File: config.mk
export PLATFORM = sky130hd
export DESIGN_NAME = crs_core_regs
export DESIGN_NICKNAME = d
export VERILOG_FILES = /design/src/common/crs_pkg.sv /design/src/design/crs_core_regs.sv /design/src/design/crs_flag_reg.sv
export VERILOG_INCLUDE_DIRS = /design/src /design/src/common
export SDC_FILE = /design/constraint.sdc
export NUM_CORES = 1
export LEC_CHECK = 0
export ABC_AREA = 1
export ABC_CLOCK_PERIOD_IN_PS = 9100
export BUFFER_PORTS_ARGS = -buffer_cell sky130_fd_sc_hd__buf_4
export CORE_ASPECT_RATIO = 0.6
export CORE_MARGIN = 5
export CORE_UTILIZATION = 28
export DETAILED_ROUTE_END_ITERATION = 8
export PLACE_DENSITY = 0.5
export RECOVER_POWER = 25
export SYNTH_ARGS = -nofsm -noshare
export SYNTH_HDL_FRONTEND = slang
export SYNTH_SLANG_ARGS = --single-unit
File: constraint.sdc
create_clock -name clock -period 9.1 [get_ports clock]
set_input_delay 1.365 -clock clock [delete_from_list [all_inputs] [get_ports clock]]
set_output_delay 1.365 -clock clock [all_outputs]
set_load 0.05 [all_outputs]
File: src/common/crs_regs.svh
// constants for the core register set: offsets, fields, reset values, write mask, pc step
`ifndef CRS_REGS_SVH
`define CRS_REGS_SVH
`define CRS_FLAGS_ADDR 8'hf7
`define CRS_FLAG_GIE 0
`define CRS_FLAG_ZERO 1
`define CRS_FLAG_CARRY 2
`define CRS_FLAG_SUPER 3
`define CRS_FLAG_BANK 4
`define CRS_FLAGS_RST 8'h02
`define CRS_FLAGS_WMASK 8'h17
`define CRS_DATA_RST 8'h00
`define CRS_PC_RST 16'h0000
`define CRS_PC_STEP 16'h0002
`endif

File: src/common/crs_pkg.sv
// types for the core register set
package crs_pkg;
  typedef enum logic [3:0] {
    CRS_OP_ADD = 4'h0,
    CRS_OP_ADC = 4'h1,
    CRS_OP_SUB = 4'h2,
    CRS_OP_AND = 4'h3,
    CRS_OP_OR = 4'h4,
    CRS_OP_XOR = 4'h5,
    CRS_OP_MOV = 4'h6,
    CRS_OP_SHL = 4'h7,
    CRS_OP_SHR = 4'h8
  } crs_alu_op_t;
  typedef enum logic [1:0] {
    CRS_DST_A = 2'h0,
    CRS_DST_X = 2'h1,
    CRS_DST_F = 2'h2,
    CRS_DST_SP = 2'h3
  } crs_dst_t;
  typedef enum logic [1:0] {
    CRS_SP_HOLD = 2'h0,
    CRS_SP_INC = 2'h1,
    CRS_SP_DEC = 2'h2,
    CRS_SP_LOAD = 2'h3
  } crs_sp_op_t;
  // one decoded two-byte instruction from the sequencer
  typedef struct packed {
    logic valid;
    logic direct;
    crs_alu_op_t op;
    crs_dst_t dst;
    logic [7:0] operand;
  } crs_instr_t;
  typedef struct packed {
    logic [7:0] acc;
    logic [7:0] idx;
    logic [7:0] sp;
    logic [7:0] flags;
    logic [15:0] pc;
  } crs_state_t;
endpackage

File: src/design/crs_core_regs.sv
// architectural register set of the 8-bit core with source immediate and direct modes
`timescale 1ns/1ps
`include "crs_regs.svh"
////////////////////////////////////////////////////////////////////////////////
module crs_core_regs #(
  parameter int PC_WIDTH = 16
) (
  input wire logic clock,
  input wire logic rst_n,
  input wire crs_pkg::crs_instr_t instr,
  input wire logic [7:0] src_rdata,
  input wire logic src_rvalid,
  input wire logic reg_rd,
  input wire logic [7:0] reg_addr,
  input wire logic pc_load,
  input wire logic [PC_WIDTH-1:0] pc_target,
  input wire crs_pkg::crs_sp_op_t sp_op,
  input wire logic [7:0] sp_value,
  input wire logic super_enter,
  input wire logic super_leave,
  input wire logic irq_req,
  output logic [7:0] src_addr_q,
  output logic src_rd_q,
  output logic [7:0] reg_rdata_q,
  output logic reg_hit_q,
  output logic irq_take_q,
  output logic bank_sel_q,
  output logic [7:0] pc_high_q,
  output logic [7:0] pc_low_q,
  output logic [7:0] index_q,
  output logic [7:0] sp_q,
  output crs_pkg::crs_state_t state_q
);
  typedef enum logic [0:0] {
    CRS_ST_IDLE = 1'b0,
    CRS_ST_FETCH = 1'b1
  } crs_seq_t;

  ////////////////////////////////////////////////////////////////////////////
  // arithmetic shared by both source modes
  function automatic logic [8:0] crs_alu(input crs_pkg::crs_alu_op_t op,
                                         input logic [7:0] a, input logic [7:0] b,
                                         input logic cin);
    logic [8:0] r;
    r = 9'h000;
    unique case (op)
      crs_pkg::CRS_OP_ADD: r = {1'b0, a} + {1'b0, b};
      crs_pkg::CRS_OP_ADC: r = {1'b0, a} + {1'b0, b} + {8'h00, cin};
      crs_pkg::CRS_OP_SUB: r = {1'b0, a} - {1'b0, b};
      crs_pkg::CRS_OP_AND: r = {1'b0, a & b};
      crs_pkg::CRS_OP_OR: r = {1'b0, a | b};
      crs_pkg::CRS_OP_XOR: r = {1'b0, a ^ b};
      crs_pkg::CRS_OP_MOV: r = {1'b0, b};
      crs_pkg::CRS_OP_SHL: r = {a, 1'b0};
      crs_pkg::CRS_OP_SHR: r = {a[0], 1'b0, a[7:1]};
      default: r = 9'h000;
    endcase
    return r;
  endfunction

  function automatic logic crs_sets_flags(input crs_pkg::crs_alu_op_t op);
    return op != crs_pkg::CRS_OP_MOV;
  endfunction

  function automatic logic [7:0] src_data_sel(input logic [7:0] d);
    return d;
  endfunction

  ////////////////////////////////////////////////////////////////////////////
  crs_seq_t seq_q;
  crs_pkg::crs_instr_t held_q;
  logic [7:0] acc_q;
  logic [7:0] flags_q;
  logic [PC_WIDTH-1:0] pc_q;
  logic [7:0] src_val;
  logic exec;
  crs_pkg::crs_instr_t cur;
  logic [7:0] dst_val;
  logic [8:0] alu_res;
  logic to_flags;
  logic flag_logic_wr;
  logic flag_alu_wr;

  // a direct operand waits in CRS_ST_FETCH until the memory read returns src_rvalid
  always_ff @(posedge clock or negedge rst_n) begin
    if (!rst_n) begin
      seq_q <= CRS_ST_IDLE;
      held_q <= '0;
    end else begin
      unique case (seq_q)
        CRS_ST_IDLE: begin
          if (instr.valid && instr.direct) begin
            seq_q <= CRS_ST_FETCH;
            held_q <= instr;
          end
        end
        CRS_ST_FETCH: begin
          if (src_rvalid) begin
            seq_q <= CRS_ST_IDLE;
          end
        end
      endcase
    end
  end

  always_ff @(posedge clock or negedge rst_n) begin
    if (!rst_n) begin
      src_rd_q <= 1'b0;
      src_addr_q <= `CRS_DATA_RST;
    end else begin
      src_rd_q <= (seq_q == CRS_ST_IDLE) && instr.valid && instr.direct;
      if (seq_q == CRS_ST_IDLE && instr.valid && instr.direct) begin
        src_addr_q <= instr.operand;
      end
    end
  end

  always_comb begin
    if (seq_q == CRS_ST_FETCH) begin
      cur = held_q;
      exec = src_rvalid;
      src_val = src_data_sel(src_rdata);
    end else begin
      cur = instr;
      exec = instr.valid && !instr.direct;
      src_val = instr.operand;
    end
    unique case (cur.dst)
      crs_pkg::CRS_DST_A: dst_val = acc_q;
      crs_pkg::CRS_DST_X: dst_val = index_q;
      crs_pkg::CRS_DST_F: dst_val = flags_q;
      crs_pkg::CRS_DST_SP: dst_val = sp_q;
    endcase
    alu_res = crs_alu(cur.op, dst_val, src_val, flags_q[`CRS_FLAG_CARRY]);
    to_flags = exec && cur.dst == crs_pkg::CRS_DST_F;
    // of writes aimed at F, only OR/AND immediate reach the flags register
    flag_logic_wr = to_flags && !cur.direct &&
                    (cur.op == crs_pkg::CRS_OP_OR || cur.op == crs_pkg::CRS_OP_AND);
    flag_alu_wr = exec && !to_flags && crs_sets_flags(cur.op);
  end

  ////////////////////////////////////////////////////////////////////////////
  always_ff @(posedge clock or negedge rst_n) begin
    if (!rst_n) begin
      acc_q <= `CRS_DATA_RST;
    end else if (exec && cur.dst == crs_pkg::CRS_DST_A) begin
      acc_q <= alu_res[7:0];
    end
  end

  always_ff @(posedge clock or negedge rst_n) begin
    if (!rst_n) begin
      index_q <= `CRS_DATA_RST;
    end else if (exec && cur.dst == crs_pkg::CRS_DST_X) begin
      index_q <= alu_res[7:0];
    end
  end

  // instruction writes win over the stack sequencer in the same cycle
  always_ff @(posedge clock or negedge rst_n) begin
    if (!rst_n) begin
      sp_q <= `CRS_DATA_RST;
    end else if (exec && cur.dst == crs_pkg::CRS_DST_SP) begin
      sp_q <= alu_res[7:0];
    end else begin
      unique case (sp_op)
        crs_pkg::CRS_SP_HOLD: sp_q <= sp_q;
        crs_pkg::CRS_SP_INC: sp_q <= sp_q + 8'h01;
        crs_pkg::CRS_SP_DEC: sp_q <= sp_q - 8'h01;
        crs_pkg::CRS_SP_LOAD: sp_q <= sp_value;
      endcase
    end
  end

  always_ff @(posedge clock or negedge rst_n) begin
    if (!rst_n) begin
      pc_q <= PC_WIDTH'(`CRS_PC_RST);
    end else if (pc_load) begin
      pc_q <= pc_target;
    end else if (exec) begin
      pc_q <= pc_q + PC_WIDTH'(`CRS_PC_STEP);
    end
  end

  crs_flag_reg u_flags (
    .clock(clock),
    .rst_n(rst_n),
    .logic_wr(flag_logic_wr),
    .logic_val(alu_res[7:0]),
    .alu_wr(flag_alu_wr),
    .alu_zero(alu_res[7:0] == 8'h00),
    .alu_carry(alu_res[8]),
    .super_set(super_enter),
    .super_clr(super_leave),
    .flags_q(flags_q)
  );

  ////////////////////////////////////////////////////////////////////////////
  // register space sees only the flags, nothing else of the core
  always_ff @(posedge clock or negedge rst_n) begin
    if (!rst_n) begin
      reg_rdata_q <= 8'h00;
      reg_hit_q <= 1'b0;
    end else begin
      reg_hit_q <= reg_rd && reg_addr == `CRS_FLAGS_ADDR;
      reg_rdata_q <= (reg_rd && reg_addr == `CRS_FLAGS_ADDR) ? flags_q : 8'h00;
    end
  end

  always_ff @(posedge clock or negedge rst_n) begin
    if (!rst_n) begin
      irq_take_q <= 1'b0;
      bank_sel_q <= 1'b0;
      pc_high_q <= 8'h00;
      pc_low_q <= 8'h00;
      state_q <= '0;
    end else begin
      irq_take_q <= irq_req && flags_q[`CRS_FLAG_GIE];
      bank_sel_q <= flags_q[`CRS_FLAG_BANK];
      pc_high_q <= 8'(pc_q >> 8);
      pc_low_q <= pc_q[7:0];
      state_q <= '{acc: acc_q, idx: index_q, sp: sp_q, flags: flags_q,
                   pc: 16'(pc_q)};
    end
  end
endmodule

File: src/design/crs_flag_reg.sv
// flags register with masked logical update and supervisor-only bit
`timescale 1ns/1ps
`include "crs_regs.svh"
module crs_flag_reg (
  input wire logic clock,
  input wire logic rst_n,
  input wire logic logic_wr,
  input wire logic [7:0] logic_val,
  input wire logic alu_wr,
  input wire logic alu_zero,
  input wire logic alu_carry,
  input wire logic super_set,
  input wire logic super_clr,
  output logic [7:0] flags_q
);
  logic [7:0] flags_d;
  always_comb begin
    flags_d = flags_q;
    if (logic_wr) begin
      // super bit and reserved bits keep their value
      flags_d = (logic_val & `CRS_FLAGS_WMASK) | (flags_q & ~`CRS_FLAGS_WMASK);
    end else if (alu_wr) begin
      flags_d[`CRS_FLAG_ZERO] = alu_zero;
      flags_d[`CRS_FLAG_CARRY] = alu_carry;
    end
    if (super_set) begin
      flags_d[`CRS_FLAG_SUPER] = 1'b1;
    end else if (super_clr) begin
      flags_d[`CRS_FLAG_SUPER] = 1'b0;
    end
  end
  always_ff @(posedge clock or negedge rst_n) begin
    if (!rst_n) begin
      flags_q <= `CRS_FLAGS_RST;
    end else begin
      flags_q <= flags_d;
    end
  end
endmodule

### Word level (Yosys, flattened, before mapping)

Index checks and enable logic that the tools add are counted.

* register bits: 148
* bits of input ports: 66
* output and inout bits: 100
* logic and storage cells: 97

* add/subtract/negate cells: 6
* eq/ne operators: 17
* muxes and demuxes: 18
* bitwise gates (word level): 5
* reductions and logical operators: 26

Operators with widths (count)
* $pmux W9 S9: 1
* $mux W16: 2
* $pmux W8 S4: 1
* $mux W8: 3
* $pmux W8 S3: 1
* $add A16 B2 Y16 const B: 1
* $eq A4 B3 Y1 const B: 4
* $mux W15: 1
* $logic_and A1 B1 Y1: 14
* $add A8 B8 Y9: 1
* $add A9 B1 Y9: 1
* $sub A8 B8 Y9: 1
* $add A8 B1 Y8 const B: 1
* $and A8 B8 Y8: 1
* $eq A2 B2 Y1 const B: 4
* $eq A4 B2 Y1 const B: 2
* $eq A8 B8 Y1 const B: 1
* $logic_not A8 Y1: 1
* $or A5 B8 Y8: 1
* $or A8 B8 Y8: 1
* $sub A8 B1 Y8 const B: 1
* $xor A8 B8 Y8: 1
* $mux W1: 6
* $eq A2 B1 Y1 const B: 2
* 14 further kinds: 19

### Logic depth before layout (Yosys ltp)

* depth in word-level cells: 10
* gate-level depth with buffers: 25
* depth with buffers taken out: 24

### Hierarchy

A second synthesis with hierarchy kept.

* cell total of the unflattened synthesis: 925
* area, all modules: 7238.2 µm²

By module, submodules not included
* crs_core_regs: times used 1, cells each 898, area an instance 7009.2 µm², seq. area each 2877.8 µm²
* crs_flag_reg: times used 1, cells each 27, area an instance 229.0 µm², seq. area each 126.4 µm²

### Worst setup path before layout

No wires, ideal clock.

* kind: input port to flip-flop
* from: input port instr[8] (netlist bit)
* to: register sp_q[6]
* setup time: 0.123 ns
* data arrival time: 3.846 ns
* required time: 8.977 ns
* slack: 5.131 ns
* stages on the path: 19
* path buffers: 0
* cells stage by stage: inv_1 > o21ai_2 > nor2_4 > inv_2 > or2_1 > nand2_1 > inv_1 > ha_1 > fa_1 > ha_1 > inv_1 > nor2_1 > nand2_1 > nor2_1 > nand3_1 > nand3_1 > nand2_1 > o21ai_0 > nand2_1

* word-level cells in the longest chain between the ends: 7
* elaborated cells between the ends (all ways): 16
* classes of those cells: add/sub (3); eq/ne (4); mux (4); bitwise (3); reduce/logical (2)

RTL lines
* from (decl): RTL line crs_core_regs.sv:10 `input wire crs_pkg::crs_instr_t instr,`
* $mux W15 (*): RTL line crs_core_regs.sv:119 `if (seq_q == CRS_ST_FETCH) begin`
* $eq A2 B2 Y1, or another cell as far along: RTL line crs_core_regs.sv:128, crs_core_regs.sv:163
* $pmux W8 S4: RTL line crs_core_regs.sv:128 `unique case (cur.dst)`
* $add A8 B8 Y9: RTL line crs_core_regs.sv:47, crs_core_regs.sv:48
* $add A9 B1 Y9: RTL line crs_core_regs.sv:48 `crs_pkg::CRS_OP_ADC: r = {1'b0, a} + {1'b0, b} + {8'h00, cin};`
* $pmux W9 S9: RTL line crs_core_regs.sv:46 `unique case (op)`
* $mux W8: RTL line crs_core_regs.sv:163 `end else if (exec && cur.dst == crs_pkg::CRS_DST_SP) begin`
* to (signal assigned): RTL line crs_core_regs.sv:162 `` sp_q <= `CRS_DATA_RST; ``
* to (signal assigned): RTL line crs_core_regs.sv:164 `sp_q <= alu_res[7:0];`
* to (signal assigned): RTL line crs_core_regs.sv:167 `crs_pkg::CRS_SP_HOLD: sp_q <= sp_q;`
* to (decl): RTL line crs_core_regs.sv:31 `output logic [7:0] sp_q,`

Mark *: on every way between the ends. The rest lies on a longest branch, timed or not.
A chain may end at the register's enable or synchronous reset.

### Worst setup path in the final report

* from: input port instr[8] (netlist bit)
* to: register u_flags.flags_q[1]

* word-level cells in the longest chain between the ends: 9
* elaborated cells between the ends (all ways): 24
* classes of those cells: add/sub (3); eq/ne (3); mux (5); bitwise (4); reduce/logical (9)

RTL lines
* $mux W15 (*): RTL line crs_core_regs.sv:119
* $eq A2 B2 Y1, or another cell as far along: RTL line crs_core_regs.sv:128
* $pmux W8 S4: RTL line crs_core_regs.sv:128
* $add A8 B8 Y9: RTL line crs_core_regs.sv:47, crs_core_regs.sv:48
* $add A9 B1 Y9: RTL line crs_core_regs.sv:48
* $pmux W9 S9: RTL line crs_core_regs.sv:46
* $logic_not A8 Y1: RTL line crs_core_regs.sv:191 `.alu_zero(alu_res[7:0] == 8'h00),`
* $mux W2: RTL line crs_flag_reg.sv:22 `end else if (alu_wr) begin`
* $mux W2: RTL line crs_flag_reg.sv:19 `if (logic_wr) begin`
* to (signal assigned): RTL line crs_flag_reg.sv:34 `` flags_q <= `CRS_FLAGS_RST; ``
* to (signal assigned): RTL line crs_flag_reg.sv:36 `flags_q <= flags_d;`
* to (decl): RTL line crs_flag_reg.sv:14 `output logic [7:0] flags_q`

Mark *: on every way between the ends. The rest lies on a longest branch, timed or not. The select of a mux whose other input is x is not followed.

==> qor.yml <==
timing:
  hold_viol_final: 0
  rsz0062_at_grt: "false"
  fin_skew_ns: 0.00828
  finalMaxSlewViolations: 46
  period_share: 0.460
  finalSetupViolations: 0
  relSlewSlack: -0.661
  timing.hold.ws_ns: 0.371
  fin_crit_ns: 4.19
  fmax_mhz: 239
  tns_ns: 0
  worst_slew_pin_slew_ns: 2.49
placement:
  dp_cells: 1352
  place_area_um2: 8230
  io_buffer_count: 159
  hpwlAfterDp_um: 17600
  gp_congestion: 0.919
layout:
  drive_gt1_frac: 0.218
  multiInputGateArea_um2: 3320
  fin_util: 0.366
  syn2layout_area_growth_pct: 28.3
  finalInstanceArea_um2: 8830
  layout.cells.non_filler: 1384
  nFillCells: 2564
  antennaDiodeCount: 0
  fin_nets: 1151
  regArea_um2: 2850
routing:
  drt-initial-drc-count: 438
  antenna_left: 0
  vias_per_cell: 4.54
  first_pass_iters: 5
  dr_total_vias: 6282
  wl_um: 22100
  drc: 0
  wl_per_cell_um: 16.0
worst_setup_path:
  cp_common_cell: "nand2_1"
  crit_path_start: "instr[8]"
  crit_path_max_fanout: 10
  required_ns: 9.46
  crit_chain: "buf_4 > inv_1 > o21ai_2 > nor2_4 > inv_2 > or2_1 > nand2_1 > inv_1 > ha_1 > fa_1 > ha_1 > nand2_1 > nand3_1 > nor2_1 > nand2_2 > nor2_1 > nand2_1 > nor2_1 > nand4_1 > nand2_1"
  end_kind: "flop"
  rrSetupSlack_ns: 5.35
  crit_path_top_delay_cell: "fa_1"
  cp.arrival_ns: 4.54
  critPathKind: "in2reg"
  cp_slowest_stage_delay_ns: 0.49
  cp-start-kind: "input pin"
  r2r-start: "seq_q"
clocking:
  htreeDepth: 4
  cts_setup_buffers: 0
  holdBufCountCts: 0
  cts-resized-gates: 0
  clock-sinks: 114
  cts_root_buf: "clkbuf_16"
  path_clk_slew_ns: 0.06
  cts_buffers: 17
  clock_path_buffers: 2
  cts_tree: "done"
  insertion_delay_ns: 0.41
power_and_ir_drop:
  p_leak_nw: 4.51
  peakVddDrop_v: 0.000119
  powerDensity_nw_per_um2: 321
synthesis:
  seq_area_frac_synth: 0.415
  post_synth.cell_area_avg_um2: 7.61
  synthCells: 905
  ys_async_sr_fraction: 1.00
  synth.distinct_cells: 45
  yosysWarnings: 0
  yosys_register_bits: 114
  ys.flop_type: "dfrtp_1"
  synth_edf_count: 0
  synth.cell_area_um2: 6880
worst_hold_path:
  holdCritStartpoint: "pc_q[15]"
  hp-class: "reg2reg"
floorplan:
  initial_core_util: 0.285
  ios: 166
  num_rows: 44
  dieWidth_um: 212
  die_area_um2: 27900
  die_h_um: 131
  core_um2: 24200
global_route:
  grt_pass1_wl_um: 34500
  met1_usage: 0.255
  overflow: 0
  antenna_found_initial: 0
  grt_pass1_vias: 6004
  grt_use_met3: 0.0417
  grt_max_degree: 71
  grt_usage: 0.157
  top_usage_layer: "met1"
  grtUsageMet2: 0.204
outcome:
  status: "finished with violations"
  violations: "capacitance limit, slew limit"
run:
  max_cap_viol_count: 1
[state kept, by name (all words and copies together) (netlist names), 5 cells and up]
register / flops
acc_q: 8
held_q: 7
u_flags.flags_q: 5
src_addr_q: 8
index_q: 8
pc_q: 16
sp_q: 8
reg_rdata_q: 5
state_q: 44
[through the flow]
step	total power, W	worst slack (ns)
floorplan	0.00172	5.13
global placement	0.00216	4.50
detailed placement	0.00216	4.53
CTS	0.00285	4.96
global route	0.00300	4.69
finish	0.00283	4.91
[routing by layer]
metal  vias to the layer above  part of all wire
met2                       219              0.38
met4                         0            0.0074
met3                        14             0.091
met1                      2918              0.52
met5                         -                 0
li1                       3131                 -
[layout make-up]
cell class / count / area share
Multi-Input combinational cell: 636 / 0.376
Sequential cell: 114 / 0.323
Timing Repair Buffer: 161 / 0.136
Clock buffer: 25 / 0.0572
Inverter: 119 / 0.0506
Tap cell: 322 / 0.0456
Clock inverter: 7 / 0.0110
[cells by family after synthesis]
| logic type | after synthesis | synth area share |
|---|---|---|
| fa+ha+maj | 36 | 0.0687 |
| other cells | 1 | 0.000545 |
| buf+inv | 160 | 0.105 |
| simple gates | 447 | 0.283 |
| xor+xnor | 21 | 0.0267 |
| flops | 114 | 0.415 |
| compound gates | 126 | 0.101 |
[cell usage after synthesis (6+ instances only)]
master / instances / area (um2)
a21oi_1: 32 / 160
buf_4: 24 / 180
clkbuf_1: 9 / 33.8
dfrtp_1: 113 / 2830
ha_1: 33 / 413
inv_1: 107 / 402
inv_2: 11 / 41.3
nand2_1: 241 / 905
nand2_2: 10 / 62.6
nand3_1: 65 / 325
nand4_1: 10 / 62.6
nor2_1: 91 / 342
o211ai_1: 6 / 45.0
o21ai_0: 58 / 290
o21ai_1: 10 / 50.1
xnor2_1: 8 / 70.1
xor2_1: 13 / 114
[worst paths after layout]
check | endpoint | cells past startpoint
worst max-delay path | u_flags.flags_q[1] | 20
worst max register to register | u_flags.flags_q[1] | 21
worst min register to register | pc_high_q[7] | 0
worst min-delay path | pc_high_q[7] | 0
min in group asynchronous | state_q[12] | 1
max in group asynchronous | state_q[28] | 2
[power by group]
group	internal [W]	switching (W)	total, W
clock	0.000440	0.000233	0.000673
combinational	0.000395	0.000977	0.00137
sequential	0.000652	0.000136	0.000788
total	0.00149	0.00135	0.00283
[critical path: cells and delay by family]
family | cells | cell delay, ns
compound gates | 1 | 0.16
fa+ha+maj | 3 | 1.05
buf+inv | 4 | 0.32
simple gates | 12 | 1.64
[placed cells by master, fill, tap and decap left out, drive strengths merged, types with 2 or more instances in the layout]
| cell type | instances |
|---|---|
| o211ai | 6 |
| bufinv | 2 |
| a31oi | 3 |
| nor3b | 2 |
| dfrtp | 113 |
| clkinv | 4 |
| or2 | 4 |
| conb | 6 |
| clkbuf | 28 |
| nand3 | 65 |
| o21a | 5 |
| nand2 | 254 |
| o21bai | 2 |
| xnor2 | 8 |
| clkinvlp | 2 |
| o21ai | 71 |
| xor2 | 13 |
| ha | 33 |
| o221ai | 2 |
| a21oi | 33 |
| nand3b | 3 |
| nor2 | 100 |
| fa | 3 |
| o22ai | 2 |
| nor3 | 6 |
| nand4 | 10 |
| inv | 118 |
| buf | 158 |
No activity file was read; power rests on OpenSTA's default activity.
